===== config.mk =====
export PLATFORM = sky130hd
export DESIGN_NAME = signed_cond_branch_unit
export DESIGN_NICKNAME = d
export VERILOG_FILES = /design/src/hdl/branch_pkg.sv /design/src/hdl/disp_former.sv /design/src/hdl/signed_cond_branch_unit.sv
export SDC_FILE = /design/constraint.sdc
export NUM_CORES = 1
export LEC_CHECK = 0
export BUFFER_PORTS_ARGS = -buffer_cell sky130_fd_sc_hd__buf_2
export CORE_MARGIN = 4
export CORE_UTILIZATION = 30
export CTS_BUF_LIST = sky130_fd_sc_hd__clkbuf_8
export CTS_CLUSTER_DIAMETER = 150
export DETAILED_ROUTE_END_ITERATION = 12
export GPL_TIMING_DRIVEN = 0
export SLEW_MARGIN = 40
export SYNTH_ARGS = -nofsm -noshare
export SYNTH_HDL_FRONTEND = slang
export SYNTH_SLANG_ARGS = --single-unit

===== constraint.sdc =====
create_clock -name clk_i -period 3.3 [get_ports clk_i]
set_input_delay 0.33 -clock clk_i [delete_from_list [all_inputs] [get_ports clk_i]]
set_output_delay 0.33 -clock clk_i [all_outputs]
set_load 0.02 [all_outputs]

===== src/hdl/branch_pkg.sv =====
// package: encodings, register map and types for the signed conditional branch unit
package branch_pkg;

	// instruction word layout
	localparam int CLASS_MSB    = 15;              // class field, top bit
	localparam int CLASS_LSB    = 13;              // class field, low bit
	localparam int OPF_MSB      = 12;              // operation field, top bit
	localparam int OPF_LSB      = 9;               // operation field, low bit
	localparam int DELAY_BIT    = 8;               // delayed-branch flag position
	localparam int DISP_MSB     = 7;               // short displacement, top bit
	localparam int PAYLOAD_W    = 13;              // prefix payload width
	localparam int PAYLOAD_KEEP = 3;               // low payload bits dropped in the top prefix

	localparam logic [2:0] CLASS_BRANCH = 3'h0;    // class of the branch group
	localparam logic [3:0] OPF_GT       = 4'h4;    // 0x0800-0x09FF
	localparam logic [3:0] OPF_GE       = 4'h5;    // 0x0A00-0x0BFF
	localparam logic [3:0] OPF_LE       = 4'h7;    // 0x0E00-0x0FFF

	// prefix depth
	localparam logic [1:0] PFX_NONE = 2'h0;        // no prefix seen
	localparam logic [1:0] PFX_ONE  = 2'h1;        // one prefix seen
	localparam logic [1:0] PFX_TWO  = 2'h2;        // two prefixes seen

	// register map (byte offsets, word aligned)
	localparam logic [3:0] REG_STATUS      = 4'h0; // slot pending, busy, last outcome
	localparam logic [3:0] REG_LAST_TARGET = 4'h4; // last computed target
	localparam logic [3:0] REG_TAKEN_COUNT = 4'h8; // taken branches, any write clears
	localparam int         ST_SLOT_BIT     = 0;    // status: delay slot pending
	localparam int         ST_BUSY_BIT     = 1;    // status: second cycle of taken branch
	localparam int         ST_TAKEN_BIT    = 2;    // status: last branch was taken
	localparam logic [31:0] RESET_WORD     = 32'h0000_0000; // value of all registers after reset

	// condition flags from the status register
	typedef struct packed {
		logic n;                               // negative
		logic z;                               // zero
		logic v;                               // overflow
		logic c;                               // carry
	} flags_t;

	// redirect request toward the fetch stage
	typedef struct packed {
		logic        valid;                    // redirect this cycle
		logic [31:0] target;                   // new program counter
	} redirect_t;

endpackage


===== src/hdl/disp_former.sv =====
// displacement former: short, one-prefix and two-prefix byte offsets
`timescale 1ns/100ps
module disp_former (
	// displacement sources
	input  wire logic [7:0]  short_displacement_i,   // half-word displacement from the opcode
	input  wire logic [1:0]  prefix_count_i,         // number of prefixes before the branch
	input  wire logic [12:0] prefix_hi_i,            // first of two prefixes
	input  wire logic [12:0] prefix_lo_i,            // last prefix seen
	// result
	output logic      [31:0] offset_o                // signed byte offset
);
	logic [31:0] short_off;                          // short form
	logic [21:0] mid_displacement;                   // one-prefix form
	logic [31:0] mid_off;                            // one-prefix form, widened
	logic [31:0] full_displacement;                  // two-prefix form

	// bit 0 is always zero: the displacement counts half-words
	assign short_off = {{23{short_displacement_i[7]}}, short_displacement_i, 1'b0}; // [RQ5] [RQ6]
	assign mid_displacement = {prefix_lo_i, short_displacement_i, 1'b0};             // [RQ9] [RQ6]
	assign mid_off = {{10{mid_displacement[21]}}, mid_displacement};                 // [RQ9]
	// top prefix loses its low three bits so the sum fits 32 bits exactly
	assign full_displacement = {prefix_hi_i[12:branch_pkg::PAYLOAD_KEEP], prefix_lo_i,
		short_displacement_i, 1'b0};                                             // [RQ10]

	// choose by prefix depth
	assign offset_o = (prefix_count_i == branch_pkg::PFX_TWO) ? full_displacement :
		(prefix_count_i == branch_pkg::PFX_ONE) ? mid_off : short_off;
endmodule // disp_former


===== src/hdl/signed_cond_branch_unit.sv =====
// signed conditional branch unit: decode, condition, target, timing and slot masking
//
// Overview of operation
// RQ1: GE branches when N equals V.
// RQ2: GT branches when Z clear, N equals V.
// RQ3: LE branches when Z set or N differs V.
// RQ4: decode class, operation, delay bit, displacement.
// RQ5: short displacement sign-extended, doubled, added.
// RQ6: displacement counts half-words, bit0 zero.
// RQ7: plain branch: one cycle fail, two taken.
// RQ8: delayed branch always completes in one cycle.
// RQ9: one prefix gives offset bits 21..9.
// RQ10: two prefixes: first supplies bits 31..22.
// RQ11: delayed branch runs the slot first.
// RQ12: traps masked between branch and slot.
// RQ13: software puts only eligible slot instructions.
// RQ14: branches never change the status flags.
//
// Our own choices: the address-and-strobe port and the address map.
`timescale 1ns/100ps
module signed_cond_branch_unit (
	// clock and reset
	input  wire logic                       clk_i,           // core clock, 100 MHz
	input  wire logic                       rstn_i,          // asynchronous reset, active low
	// instruction issue
	input  wire logic                       instr_valid_i,   // a non-prefix instruction issues
	input  wire logic [15:0]                instr_i,         // instruction word
	input  wire logic [31:0]                pc_i,            // address of the issued instruction
	input  wire branch_pkg::flags_t         flags_i,         // current condition flags
	input  wire logic                       prefix_valid_i,  // a prefix instruction issues
	input  wire logic [12:0]                prefix_payload_i,// its payload
	// core control
	output branch_pkg::redirect_t           redirect_o,      // program counter redirect
	output logic                            is_branch_o,     // issued word is one of ours
	output logic                            busy_o,          // hold issue: second cycle
	output logic                            trap_mask_o,     // block interrupts and exceptions
	output logic                            flags_we_o,      // status register write, never
	// register port
	input  wire logic [3:0]                 reg_addr_i,      // byte address
	input  wire logic [31:0]                reg_wdata_i,     // write data
	input  wire logic                       reg_we_i,        // write strobe
	input  wire logic                       reg_re_i,        // read strobe
	output logic      [31:0]                reg_rdata_o      // read data, one cycle later
);

	// control states
	typedef enum logic [2:0] {
		ST_IDLE  = 3'b001,                      // ready for a new instruction
		ST_TAKEN = 3'b010,                      // second cycle of a taken plain branch
		ST_SLOT  = 3'b100                       // waiting for the delay-slot instruction
	} state_t;

	state_t         state;                      // current state
	state_t         next_state;                 // next state
	logic [1:0]     prefix_count;               // prefixes collected so far
	logic [12:0]    prefix_hi;                  // older prefix payload
	logic [12:0]    prefix_lo;                  // newest prefix payload
	logic [31:0]    target;                     // held branch target
	logic           pend_taken;                 // delayed branch outcome awaiting the slot
	logic           last_taken;                 // outcome of the most recent branch
	logic [31:0]    taken_count;                // taken branch counter
	logic [31:0]    rdata;                      // registered read data

	// condition evaluation, shared by decode and nothing wider
	function automatic logic cond_met(input logic [3:0] opf, input branch_pkg::flags_t f);
		logic sgn_ge;
		sgn_ge = (f.n == f.v);
		case (opf)
			branch_pkg::OPF_GE: cond_met = sgn_ge;              // [RQ1]
			branch_pkg::OPF_GT: cond_met = !f.z && sgn_ge;      // [RQ2]
			branch_pkg::OPF_LE: cond_met = f.z || !sgn_ge;      // [RQ3]
			default:            cond_met = 1'b0;
		endcase
	endfunction

	// field split of the issued word
	wire [2:0]  class_field     = instr_i[branch_pkg::CLASS_MSB:branch_pkg::CLASS_LSB];   // [RQ4]
	wire [3:0]  operation_field = instr_i[branch_pkg::OPF_MSB:branch_pkg::OPF_LSB];       // [RQ4]
	wire        delay_flag      = instr_i[branch_pkg::DELAY_BIT];                          // [RQ4]
	wire [7:0]  short_displacement = instr_i[branch_pkg::DISP_MSB:0];                      // [RQ4]

	// decode: only our three operations in the branch class
	wire op_ours = (operation_field == branch_pkg::OPF_GE) ||
		(operation_field == branch_pkg::OPF_GT) || (operation_field == branch_pkg::OPF_LE);
	wire decoded = (class_field == branch_pkg::CLASS_BRANCH) && op_ours;  // [RQ4]
	// a branch placed in a slot is undefined; it is simply not started there
	wire accept  = instr_valid_i && decoded && (state == ST_IDLE);
	wire take    = cond_met(operation_field, flags_i);
	wire slot_issue = instr_valid_i && (state == ST_SLOT);               // [RQ11]

	// target arithmetic
	wire [31:0] offset;                        // signed byte offset
	wire [31:0] next_target = pc_i + offset;   // [RQ5] [RQ9] [RQ10]

	disp_former u_disp (
		.short_displacement_i (short_displacement),
		.prefix_count_i       (prefix_count),
		.prefix_hi_i          (prefix_hi),
		.prefix_lo_i          (prefix_lo),
		.offset_o             (offset)
	);

	// state transitions
	always_comb begin
		next_state = state;
		case (state)
			ST_IDLE: begin
				if (accept && delay_flag)
					next_state = ST_SLOT;     // [RQ8] done now, slot follows
				else if (accept && take)
					next_state = ST_TAKEN;    // [RQ7] one extra cycle
			end
			ST_TAKEN: next_state = ST_IDLE;       // [RQ7]
			ST_SLOT: begin
				if (slot_issue)
					next_state = ST_IDLE;     // [RQ11] slot has run
			end
			default: next_state = ST_IDLE;
		endcase
	end

	// state register
	always_ff @(posedge clk_i or negedge rstn_i) begin
		if (!rstn_i)
			state <= ST_IDLE;
		else
			state <= next_state;
	end

	// prefix collection; any other instruction ends the prefix run
	always_ff @(posedge clk_i or negedge rstn_i) begin
		if (!rstn_i) begin
			prefix_count <= branch_pkg::PFX_NONE;
			prefix_hi    <= '0;
			prefix_lo    <= '0;
		end else if (prefix_valid_i) begin
			// keep the last two; a third prefix pushes the oldest out
			prefix_hi    <= prefix_lo;                    // [RQ10]
			prefix_lo    <= prefix_payload_i;             // [RQ9]
			prefix_count <= (prefix_count == branch_pkg::PFX_NONE) ? branch_pkg::PFX_ONE :
				branch_pkg::PFX_TWO;
		end else if (instr_valid_i) begin
			prefix_count <= branch_pkg::PFX_NONE;
		end
	end

	// target and outcome capture at acceptance
	always_ff @(posedge clk_i or negedge rstn_i) begin
		if (!rstn_i) begin
			target     <= branch_pkg::RESET_WORD;
			pend_taken <= 1'b0;
			last_taken <= 1'b0;
		end else if (accept) begin
			target     <= next_target;
			pend_taken <= take && delay_flag;
			last_taken <= take;
		end
	end

	// taken counter: a taken branch in the cycle of a clearing write still counts
	always_ff @(posedge clk_i or negedge rstn_i) begin
		if (!rstn_i)
			taken_count <= branch_pkg::RESET_WORD;
		else if (accept && take && reg_we_i && (reg_addr_i == branch_pkg::REG_TAKEN_COUNT))
			taken_count <= 32'h0000_0001;
		else if (reg_we_i && (reg_addr_i == branch_pkg::REG_TAKEN_COUNT))
			taken_count <= 32'h0000_0000;
		else if (accept && take)
			taken_count <= taken_count + 32'h0000_0001;
	end

	// core-facing outputs; redirect for a delayed branch lands with the slot
	assign redirect_o.valid  = (state == ST_TAKEN) ||
		(slot_issue && pend_taken);                                       // [RQ7] [RQ11]
	assign redirect_o.target = target;
	assign is_branch_o = accept;
	assign busy_o      = (state == ST_TAKEN);                             // [RQ7]
	// masked from the cycle after the branch up to and including slot issue
	assign trap_mask_o = (state == ST_SLOT);                              // [RQ12]
	// relies on software keeping the slot legal; nothing here checks it    [RQ13]
	assign flags_we_o  = 1'b0;                                            // [RQ14]

	// register read selection
	wire [31:0] status_word = {29'h0000_0000, last_taken, busy_o, trap_mask_o};
	wire [31:0] read_mux =
		(reg_addr_i == branch_pkg::REG_STATUS)      ? status_word :
		(reg_addr_i == branch_pkg::REG_LAST_TARGET) ? target      :
		(reg_addr_i == branch_pkg::REG_TAKEN_COUNT) ? taken_count : 32'h0000_0000;

	// read data stands only in the cycle after the strobe
	always_ff @(posedge clk_i or negedge rstn_i) begin
		if (!rstn_i)
			rdata <= branch_pkg::RESET_WORD;
		else if (reg_re_i)
			rdata <= read_mux;
		else
			rdata <= 32'h0000_0000;
	end
	assign reg_rdata_o = rdata;

	// write data unused beyond the clearing strobe
	wire unused_wdata = ^reg_wdata_i;

endmodule // signed_cond_branch_unit


Yosys cells after proc, flatten, opt, wreduce, memory -nomap -nowiden
Index checks and enable logic that the tools add are counted.
{"block": "word_totals", "wordCells": 65, "input_bits": 107, "regBits": 129, "out_inout_bits": 69}
{"block": "classes", "n_reduce_logical": 24, "eq_ne": 13, "muxes": 17, "addsub": 2}
{"cell": "two-way mux 32 bit", "n": 9}
{"cell": "adder 32 x 1 -> 32 bit (second input constant)", "n": 1}
{"cell": "adder 32 bit", "n": 1}
{"cell": "equality test 4 x 3 -> 1 bit (second input constant)", "n": 4}
{"cell": "logical AND 1 bit", "n": 12}
{"cell": "two-way mux 3 bit", "n": 3}
{"cell": "two-way mux 2 bit", "n": 3}
{"cell": "one-hot mux 3 bit (2 select lines)", "n": 1}
{"cell": "equality test 4 bit (second input constant)", "n": 1}
{"cell": "zero test 4 bit", "n": 1}
{"cell": "logical OR 1 bit", "n": 4}
{"cell": "equality test 3 x 1 -> 1 bit (second input constant)", "n": 1}
{"cell": "equality test 3 x 2 -> 1 bit (second input constant)", "n": 1}
{"cell": "equality test 3 bit (second input constant)", "n": 1}
{"cell": "zero test 3 bit", "n": 1}
{"cell": "!= test 3 x 1 -> 1 bit (second input constant)", "n": 1}
{"cell": "one-hot mux 1 bit (3 select lines)", "n": 1}
{"cell": "nonzero test 3 bit", "n": 1}
{"cell": "equality test 2 x 1 -> 1 bit (second input constant)", "n": 1}
{"cell": "equality test 2 bit (second input constant)", "n": 1}
{"cell": "zero test 1 bit", "n": 2}
{"cell": "zero test 2 bit", "n": 1}
{"cell": "!= test 2 x 1 -> 1 bit (second input constant)", "n": 1}
{"cell": "AND reduction 2 bit", "n": 1}
{"cell": "other kinds (2)", "n": 2}

Logic depth before layout (Yosys ltp)
Gate-level depths: netlist of run 1.
{"block": "depth", "ltp_word": 10, "mapped_depth": 15, "ltp_nobuf": 12}

By module
From an unflattened synthesis of run 1, not the netlist that was laid out.
{"block": "hier_totals", "cells_unflattened": 751, "hier_area_um2": 7439.6}
{"mod": "signed_cond_branch_unit", "n_inst": 1, "cells_per_inst": 701, "seq_area_each_um2": 3229.3, "area_per_inst_um2": 6970.4}
{"mod": "disp_former", "n_inst": 1, "cells_per_inst": 50, "seq_area_each_um2": 0.0, "area_per_inst_um2": 469.2}

Worst setup path before layout of run 1
OpenSTA, ideal clock, no wires.
{"block": "synth_path", "path_kind": "reg2reg", "startpoint": "register prefix_count[0]", "endpoint": "register target[27]", "slack_ps": 117, "stages_incl_launch_ff": 16, "t_arrival_ps": 3049, "path_cell_list": "dfrtp_1 clkbuf_1 nor2b_1 nor2_1 nand2_1 clkbuf_1 nand2_1 ha_1 clkbuf_1 nand2_1 nor3_1 a31o_2 a41oi_1 o41ai_1 xnor2_1 o21ai_0"}
{"block": "synth_via", "elab_chain_cells": 4, "word_cells_on_any_way": 5, "cone_classes": "1 x add/sub; 2 x eq/ne; 2 x mux"}
{"item": "start: declaration", "line": "signed_cond_branch_unit.sv:55", "rtl": "logic [1:0] prefix_count;"}
{"item": "start signal: assignment", "line": "signed_cond_branch_unit.sv:133", "rtl": "prefix_count <= branch_pkg::PFX_NONE;"}
{"item": "start signal: assignment", "line": "signed_cond_branch_unit.sv:140", "rtl": "prefix_count <= (prefix_count == branch_pkg::PFX_NONE) ? branch_pkg::PFX_ONE :"}
{"item": "start signal: assignment", "line": "signed_cond_branch_unit.sv:143", "rtl": "prefix_count <= branch_pkg::PFX_NONE;"}
{"item": "equality test 2 x 1 -> 1 bit", "line": "disp_former.sv:27", "rtl": "(prefix_count_i == branch_pkg::PFX_ONE) ? mid_off : short_off;"}
{"item": "two-way mux 32 bit", "line": "disp_former.sv:27"}
{"item": "two-way mux 32 bit (*)", "line": "disp_former.sv:26", "rtl": "assign offset_o = (prefix_count_i == branch_pkg::PFX_TWO) ? full_displacement :"}
{"item": "adder 32 bit (*)", "line": "signed_cond_branch_unit.sv:93", "rtl": "wire [31:0] next_target = pc_i + offset;"}
{"item": "end signal: assignment", "line": "signed_cond_branch_unit.sv:150", "rtl": "target <= branch_pkg::RESET_WORD;"}
{"item": "end signal: assignment", "line": "signed_cond_branch_unit.sv:154", "rtl": "target <= next_target;"}
{"item": "end: declaration", "line": "signed_cond_branch_unit.sv:58", "rtl": "logic [31:0] target;"}
Mark *: on every way between the ends. The rest lies on a longest branch, timed or not.
A chain may end at the register's enable or synchronous reset.

Final worst setup path of run 1
{"block": "layout_path", "startpoint": "register prefix_count[0]", "endpoint": "register target[29]"}
Same word-level chain as after synthesis.

==> implementation parameters, run 1 <==
Parameter                              Value

Setup path
  Cell breakdown of the critical path ... mux2_2 -> o22a_2 -> o21a_1 -> ha_1 -> nand3_1 -> o22ai_1 -> o41ai_2 -> nand4_1 -> a31oi_1 -> xor2_1 -> o21ai_0
  Crit path launch type ... flop
  Arr. time, crit path ... 3.39 ns
  Buffers & Inverters on Critical Path ... 0
  Worst Path Required ... 3.62 ns
  Launch point of the critical path ... prefix_count[0]
  R2r worst-path depth ... 11
  Crit-path max FO ... 10
  Startpoint-to-endpoint class of the critical path ... reg2reg
  Launch instance of the worst register-to-register path ... prefix_count[0]
  Worst-path cell with the longest stage delay ... dfrtp_2
  Internal reg-to-reg setup slack ... 0.22 ns
  Crit path largest cell delay ... 0.45 ns
  Largest delay share family, worst path ... compound AO/OA/AOI/OAI gates
  Instance count on the critical path ... 11
  Sort of element at the end of the critical path ... flop

Placement
  Post-detailed-placement cell area ... 0.008486 mm^2
  RePlAce Congestion ... 0.8732
  # port buffers ... 140
  Worst setup slack after placement ... -0.3953 ns
  Placed cell count ... 1259
  DPL Wire Length ... 16.48 mm

Timing
  Max-slew violation count ... 0
  Final worst path period share ... 93.21%
  Final setup violation count ... 0
  Tmin final ... 3.076 ns
  Clock skew ... 0.01392 ns
  Max-slew headroom at the worst pin ... 48.15%
  Worst slew pin tran ... 0.7743 ns
  Achievable clock frequency ... 325.1 MHz
  Final worst setup slack ... 0.2240 ns
  Hold Fails Final Rpt ... 0
  RSZ-0062 raised after global routing ... false

Final layout
  Area growth, synth to finish ... 22.61%
  Most common library cell in the layout ignoring fill and taps ... buf_2
  Final layout net count ... 1096
  Commonest non-fill, non-tap cells in the layout ... buf_2, dfrtp_1, nand2_1
  Post-route cell area ... 0.008976 mm^2
  Share of layout cells above drive strength 1 ... 24.20%
  Antenna diode count ... 0
  Number of inserted filler cells in the final layout ... 2409
  Non-filler cells in the finished layout ... 1286

Pwr
  VDD IR max ... 0.2700 mV
  Leakage ... 4.167 nW
  Total power ... 5.262 mW
  Power per Cell Area ... 586.2 mW/mm^2

Global routing
  Global-route track usage on met3 ... 2.986%
  Global-route wire length before repair ... 34.11 mm
  GR Layer Usage met1 ... 21.83%
  GR Overflow Total ... 0
  Initial antenna violation count ... 0
  Pin count of the biggest net entering global routing ... 54
  Overall track demand over capacity in global routing ... 16.01%
  Vias in the first global route ... 6320
  GR Util met2 ... 26.14%
  Most Crowded Layer GR ... met2

Min path
  Worst hold path type ... in2reg
  Min-delay src ... pc_i[0]
  Worst Hold Depth ... 3

Yosys
  Total standard cell area after synthesis ... 0.007321 mm^2
  Seq cells post-synth ... 126
  Syn_area_per_cell ... 9.174 um^2
  Post-synth EDFFs ... 0
  Syn nets ... 940
  FFs w/ async S/R, synth ... 100.0%
  Register area share after synthesis ... 43.09%
  Number of warnings reported in the yosys synthesis log ... 0
  Most used DFF post-synth ... dfrtp_1
  Mapped Cells ... 798
  Count of unique library cells instantiated by Yosys ... 70

Die
  Placement row count ... 56
  Core area ... 0.02375 mm^2
  Num ports ... 176
  Die area ... 0.02697 mm^2
  Chip Width ... 164.2 um
  Vertical die dimension ... 164.2 um
  Effective utilization at floorplan ... 30.82%

Run status
  Status ... completed

Routing
  Drt total wl ... 20.85 mm
  Remaining number of nets flagged by the antenna check after routing ... 0
  DRT iter0 DRCs ... 453
  Number of vias in the routed layout ... 6416
  Detail-routed net length per standard cell ... 16.21 um
  Pre-Repair DR Iteration Count ... 5
  Final routed DRC violation total ... 0
  Post-detailed-route via-to-cell ratio ... 4.989

Flow run
  Count of max-cap constraint violations ... 0

Clocking
  CTS Root Cell ... clkbuf_8
  CTS tree ... done
  Clock latency on the worst-skew pair ... 0.45 ns
  Clock buffers created by TritonCTS ... 17
  Buffer depth of the longest clock path ... 2
  Clk sink count ... 126
  H-tree levels ... 4
  Clock transition at path regs ... 0.08 ns
[cell type report]
cell class | instances | area (um^2) | area share (%)
sequential | 126 | 3157 | 35.17
tap | 319 | 399.1 | 4.447
clock buffer | 18 | 247.7 | 2.760
clock inverter | 14 | 157.7 | 1.756
multi-input combinational | 615 | 4030 | 44.90
inverter | 18 | 67.56 | 0.7527
timing repair buffer | 144 | 783.3 | 8.726
buffer | 32 | 133.9 | 1.491
[per-stage QoR]
step	util (%)	hold WS (ns)	setup TNS [ns]
after floorplan	-	0.03441	0
after global placement	35.45	0.4551	-1.202
after detailed placement	35.72	0.2000	-1.484
after CTS	37.59	0.04910	0
after global routing	37.79	0.07578	0
final	37.79	0.07107	0
[flip-flops by register name, summed over array words and instances (netlist names)]
name	flops
taken_count	32
last_taken	1
reg_rdata_o	32
prefix_count	2
prefix_lo	13
pend_taken	1
prefix_hi	10
state	3
target	32
[worst reg2reg max path, cell delays in order (launching register included)]
cell and delay [ns]:
dfrtp_2 0.45, mux2_2 0.35, o22a_2 0.30, o21a_1 0.14, ha_1 0.40, nand3_1 0.20
o22ai_1 0.13, o41ai_2 0.31, nand4_1 0.18, a31oi_1 0.23, xor2_1 0.17, o21ai_0 0.09
[per-layer routing]
metal / share of wire, % / vias up / wire (um)
li1: - / 3179 / -
met1: 46 / 3056 / 9562
met2: 48 / 160 / 9997
met3: 4.8 / 21 / 1003
met4: 1.4 / 0 / 284
met5: 0 / - / 0
[cells in the mapped netlist (8+ instances only)]
| cell | number | area share (%) |
|---|---|---|
| a21oi_1 | 41 | 2.8 |
| o21bai_1 | 9 | 0.92 |
| and3_1 | 8 | 0.68 |
| o21a_1 | 16 | 1.6 |
| nor2b_1 | 9 | 0.77 |
| clkbuf_1 | 30 | 1.5 |
| xor2_1 | 18 | 2.2 |
| or3_1 | 9 | 0.77 |
| o21ai_0 | 75 | 5.1 |
| mux2_2 | 24 | 3.7 |
| nor2_1 | 74 | 3.8 |
| inv_1 | 18 | 0.92 |
| nor3_1 | 9 | 0.62 |
| ha_1 | 34 | 5.8 |
| nand4_1 | 12 | 1.0 |
| xnor2_1 | 23 | 2.8 |
| dfrtp_1 | 125 | 43 |
| nand2_1 | 113 | 5.8 |
| a22oi_1 | 30 | 3.1 |
| nand3_1 | 16 | 1.1 |
[timing repair]
item / in CTS / in global routing
gates cloned: 0 / 0
endpoints found under the setup margin: 12 / 11
buffers inserted: 0 / 1
endpoints found under the hold margin: 28 / 0
pin swaps: 0 / 2
hold buffers: 1 / 0
resized for setup: 8 / 13
[path summary, 6_finish.rpt]
kind | to
min | target[0]
min in group asynchronous | reg_rdata_o[19]
min reg2reg | pend_taken
max | target[29]
max reg2reg | target[29]
max in group asynchronous | state[0]
[logic make-up (layout without fill, tap and decap cells)]
family / Yosys count / after routing / synth area share [%]
fa+ha+maj: 35 / 35 / 6.084
simple gates: 288 / 288 / 19.26
xor+xnor: 41 / 41 / 4.905
compound gates: 224 / 224 / 19.55
other cells: 1 / 1 / 0.05122
buf+inv: 57 / 226 / 3.093
flops: 126 / 126 / 43.09
mux: 26 / 26 / 3.965
[report_power, final]
part           internal (mW)  leakage (nW)  switching, mW
clock network          0.704         0.202          0.682
registers               1.73          1.67          0.210
logic                  0.749          2.29           1.19
Note: power is estimated with default switching activity, not from simulation.
==> run 2: changes to the inputs <==
- CORE_MARGIN: 4 -> 2
- PLACE_DENSITY_LB_ADDON: default -> 0.12
==> implementation parameters, run 2 (synthesized netlist as in run 1, its figures left out) <==
Parameter                              Value

Final layout
  Most common library cell in the layout ignoring fill and taps ... buf_2
  Share of layout cells above drive strength 1 ... 24.36%
  Final layout net count ... 1098
  Number of inserted filler cells in the final layout ... 2576
  Area growth, synth to finish ... 22.89%
  Post-route cell area ... 0.008996 mm^2
  Commonest non-fill, non-tap cells in the layout ... buf_2, dfrtp_1, nand2_1
  Antenna diode count ... 0
  Multi-input gate area in the final layout ... 0.004025 mm^2
  Register area ... 0.003157 mm^2

Die
  Die area ... 0.02567 mm^2
  Placement row count ... 57
  Effective utilization at floorplan ... 30.37%
  Num ports ... 176
  Chip Width ... 160.2 um
  Vertical die dimension ... 160.2 um
  Core area ... 0.02411 mm^2

Routing
  Drt total wl ... 21.79 mm
  DRT iter0 DRCs ... 324
  Post-detailed-route via-to-cell ratio ... 4.902
  Final routed DRC violation total ... 0
  Pre-Repair DR Iteration Count ... 5
  Number of vias in the routed layout ... 6338
  Detail-routed net length per standard cell ... 16.85 um
  Remaining number of nets flagged by the antenna check after routing ... 0

Setup path
  Arr. time, crit path ... 3.44 ns
  Crit path largest cell delay ... 0.44 ns
  Startpoint-to-endpoint class of the critical path ... reg2reg
  Crit path launch type ... flop
  Cell breakdown of the critical path ... mux2_2 -> o22a_2 -> o21a_1 -> ha_1 -> a21oi_2 -> o22ai_1 -> o41ai_2 -> nand4_1 -> a31oi_1 -> xor2_1 -> o21ai_0
  Worst Path Required ... 3.62 ns
  Crit-path max FO ... 10
  Sort of element at the end of the critical path ... flop
  Worst-path cell with the longest stage delay ... dfrtp_2

Pwr
  Total power ... 5.375 mW
  Leakage ... 4.168 nW
  Power per Cell Area ... 597.5 mW/mm^2
  VDD IR max ... 0.2191 mV

Placement
  Post-detailed-placement cell area ... 0.008464 mm^2
  RePlAce Congestion ... 0.8192
  # port buffers ... 140
  DPL Wire Length ... 16.87 mm

Clocking
  H-tree levels ... 4
  Clock transition at path regs ... 0.08 ns
  Clock latency on the worst-skew pair ... 0.45 ns
  Buffer depth of the longest clock path ... 2
  CTS Root Cell ... clkbuf_8
  CTS tree ... done
  Clock buffers created by TritonCTS ... 17
  Clk sink count ... 126

Timing
  RSZ-0062 raised after global routing ... true
  Final setup violation count ... 0
  Max-slew violation count ... 0
  Achievable clock frequency ... 320.6 MHz
  Clock skew ... 0.01614 ns
  Final total negative setup slack ... 0 ns
  Fin Hold WS ... 0.07510 ns
  Max-slew headroom at the worst pin ... 59.23%
  Hold Fails Final Rpt ... 0
  Worst slew pin tran ... 0.6116 ns
  Tmin final ... 3.120 ns
  Final worst path period share ... 94.53%

Global routing
  Global-route wire length before repair ... 34.69 mm
  Vias in the first global route ... 6322
  Initial antenna violation count ... 0
  Overall track demand over capacity in global routing ... 17.22%
  Pin count of the biggest net entering global routing ... 66
  GR Overflow Total ... 0

Flow run
  Count of max-cap constraint violations ... 0

Run status
  Status ... completed

Min path
  Worst hold path type ... in2reg
[run 2: cell types whose count changed in the layout (fill, tap and decap cells not counted), moves of 2 or more]
cell,change
nor2b_4,-2
clkinv_2,-2
clkbuf_8,+2
nor2b_2,+2
[run 2: path summary, 6_finish.rpt]
path	startpoint	to	slack, ns	cells after the start
worst max-delay path	prefix_count[0]	target[29]	0.18	11
worst min-delay path	pc_i[0]	target[0]	0.08	3
worst max register to register	prefix_count[0]	target[29]	0.18	11
worst min register to register	pend_taken	pend_taken	0.49	2
max in group asynchronous	rstn_i	prefix_count[1]	2.16	3
min in group asynchronous	rstn_i	reg_rdata_o[6]	0.40	2
[run 2: timing repair]
item	4_1_cts	5_1_grt
hold endpoints to repair	60	0
buffers inserted	0	1
pin swaps	0	5
hold buffers	1	0
gates resized for setup	8	17
setup endpoints to repair	14	11
[run 2: power breakdown]
group | total, mW | internal, mW | switching [mW]
clock network | 1.51 | 0.814 | 0.693
registers | 1.93 | 1.73 | 0.203
logic | 1.94 | 0.745 | 1.19
[run 2: area by class of cell]
cell class	count	share of cell area, %
plain buffers	34	1.613
clock buffers	20	3.060
clock inverters	12	1.780
inverters	18	0.7510
multi-input cells	615	44.74
flip-flops and latches	126	35.09
well taps	324	4.506
repair buffers	144	8.456
[run 2: through the flow]
| step | std cells | utilization (%) | worst slack, ns |
|---|---|---|---|
| after global placement | 1262 | 34.96 | -0.4460 |
| after global routing | 1293 | 37.32 | -0.05569 |
| after detailed placement | 1263 | 35.11 | -0.4954 |
| after floorplan | 798 | - | 0.1174 |
| after CTS | 1293 | 37.04 | 0.02571 |
| final | 1293 | 37.32 | 0.1804 |
[run 2: per-layer routing]
layer / global-route usage, % / share of wire, % / routed length (um)
met1: 23.80 / 49 / 10670
met2: 27.65 / 47 / 10190
met3: 3.169 / 3.3 / 715
met4: 4.914 / 0.99 / 215
met5: 0 / 0 / 0
[run 2: worst max-delay path: cells and delay by family (launching register included)]
kind | cells | cell delay, ns
compound gates | 7 | 1.46
xor+xnor | 1 | 0.17
fa+ha+maj | 1 | 0.38
flops | 1 | 0.44
mux | 1 | 0.34
simple gates | 1 | 0.21
==> run 3: changes to the inputs <==
- GPL_TIMING_DRIVEN: 0 -> default
==> implementation parameters, run 3 (synthesized netlist as in run 1, its figures left out) <==
Parameter                              Value

Setup path
  Launch instance of the worst register-to-register path ... prefix_count[0]
  Worst-path cell with the longest stage delay ... dfrtp_2
  Arr. time, crit path ... 3.39 ns
  Crit-path max FO ... 7
  Crit path largest cell delay ... 0.42 ns
  R2r worst-path depth ... 11
  Internal reg-to-reg setup slack ... 0.21 ns
  Crit path launch type ... flop
  Cell breakdown of the critical path ... mux2_2 -> o22a_2 -> o21a_1 -> ha_1 -> a21oi_2 -> o22ai_1 -> o41ai_2 -> nand4_1 -> a31oi_2 -> xor2_1 -> o21ai_0
  Worst Path Required ... 3.60 ns
  Startpoint-to-endpoint class of the critical path ... reg2reg
  Capture point of the worst reg-to-reg path ... target[29]
  Sort of element at the end of the critical path ... flop

Clocking
  Clk sink count ... 126
  CTS Root Cell ... clkbuf_8
  Clock buffers created by TritonCTS ... 17
  CTS tree ... done
  H-tree levels ... 4
  Clock latency on the worst-skew pair ... 0.45 ns
  Clock transition at path regs ... 0.09 ns
  Buffer depth of the longest clock path ... 2

Final layout
  Commonest non-fill, non-tap cells in the layout ... buf_2, dfrtp_1, nand2_1
  Register area ... 0.003156 mm^2
  Area growth, synth to finish ... 23.26%
  Share of layout cells above drive strength 1 ... 26.07%
  Multi-input gate area in the final layout ... 0.004029 mm^2
  Post-route cell area ... 0.009024 mm^2
  Most common library cell in the layout ignoring fill and taps ... buf_2
  Antenna diode count ... 0
  Number of inserted filler cells in the final layout ... 2585
  Final layout net count ... 1088

Global routing
  Pin count of the biggest net entering global routing ... 67
  Vias in the first global route ... 6122
  GR Overflow Total ... 0
  Overall track demand over capacity in global routing ... 16.56%
  Global-route wire length before repair ... 33.67 mm
  Initial antenna violation count ... 0

Routing
  Drt total wl ... 20.67 mm
  Detail-routed net length per standard cell ... 16.11 um
  Post-detailed-route via-to-cell ratio ... 4.850
  Pre-Repair DR Iteration Count ... 5
  Final routed DRC violation total ... 0
  Remaining number of nets flagged by the antenna check after routing ... 0
  DRT iter0 DRCs ... 323
  Number of vias in the routed layout ... 6223

Placement
  # port buffers ... 141
  Post-detailed-placement cell area ... 0.008508 mm^2
  DPL Wire Length ... 15.86 mm
  RePlAce Congestion ... 0.8515

Min path
  Min-delay src ... pc_i[0]
  Worst Hold Depth ... 3
  Hold Path End ... target[0]
  Worst hold path type ... in2reg

Timing
  Final total negative setup slack ... 0 ns
  Worst slew pin tran ... 0.7806 ns
  Final setup violation count ... 0
  Max-slew violation count ... 0
  Achievable clock frequency ... 323.2 MHz
  Hold Fails Final Rpt ... 0
  Max-slew headroom at the worst pin ... 47.73%
  Tmin final ... 3.094 ns
  Clock skew ... 0.02105 ns
  Final worst path period share ... 93.77%

Die
  Placement row count ... 57
  Effective utilization at floorplan ... 30.37%
  Chip Width ... 160.2 um
  Vertical die dimension ... 160.2 um
  Core area ... 0.02411 mm^2
  Die area ... 0.02567 mm^2
  Num ports ... 176

Pwr
  VDD IR max ... 0.2589 mV
  Leakage ... 4.234 nW
  Power per Cell Area ... 601.7 mW/mm^2

Run status
  Status ... completed

Flow run
  Count of max-cap constraint violations ... 0
run 3: cell types whose count changed in the layout (fill, tap and decap cells not counted), sizes merged:
cell / previous run / this run
bufinv: 3 / 4
clkinvlp: 3 / 1
buf: 152 / 167
clkbuf: 45 / 17
inv: 21 / 25
run 3: power by group:
part / switching (mW) / internal (mW)
Clock: 0.696 / 0.836
Combinational: 1.17 / 0.804
Sequential: 0.198 / 1.73
run 3: layer usage:
layer | track usage [%] | share of wire [%] | vias to the layer above | routed length (um)
met2 | 25.34 | 45 | 135 | 9331
met3 | 3.247 | 3.9 | 12 | 806
li1 | - | - | 3153 | -
met1 | 23.86 | 50 | 2923 | 10300
met5 | 0 | 0 | - | 0
met4 | 4.505 | 1.1 | 0 | 224
run 3: how the worst max path moves through the flow:
stage	from	endpoint	slack (ns)	depth (start not counted)
4_1_cts	prefix_count[0]	target[29]	0.12	11
5_1_grt	prefix_count[1]	target[30]	-0.008	13
3_3_place_gp	prefix_count[0]	target[29]	0.02	11
6_report	prefix_count[0]	target[29]	0.21	11
2_1_floorplan	prefix_count[0]	target[27]	0.12	15
3_5_place_dp	prefix_count[0]	target[29]	-0.00003	11
run 3: final cells by class:
type	count	area share, %
repair buffers	168	10.26
inverters	18	0.7488
clock buffers	17	2.593
well taps	324	4.493
flip-flops and latches	126	34.97
multi-input cells	615	44.65
clock inverters	15	2.288
run 3: worst max-delay path, delay by kind of cell (launching register included):
kind	cells	cell delay, ns
muxes	1	0.34
xor gates and xnor gates	1	0.18
adders and majority gates	1	0.38
DFF	1	0.42
AOI/OAI and AO/OA	7	1.43
and+or+nand+nor	1	0.20
run 3: metrics by stage:
stage / utilization, % / hold WS, ns / setup WS, ns / instances / total power [mW]
5_1_grt: 37.43 / 0.05351 / -0.007896 / 1283 / 5.830
3_3_place_gp: 35.30 / 0.3634 / 0.01764 / 1249 / 3.894
4_1_cts: 37.20 / 0.04357 / 0.1197 / 1282 / 5.465
3_5_place_dp: 35.30 / 0.3691 / -0.00003131 / 1249 / 3.900
2_1_floorplan: - / 0.03441 / 0.1174 / 798 / 3.164
6_report: 37.43 / 0.06835 / 0.2057 / 1283 / 5.430
run 3: repair_timing:
action | 4_1_cts | 5_1_grt
setup buffers | 0 | 1
setup endpoints to repair | 1 | 6
hold buffers | 1 | 0
hold endpoints to repair | 37 | 0
resized for setup | 1 | 11
pin swaps | 0 | 3
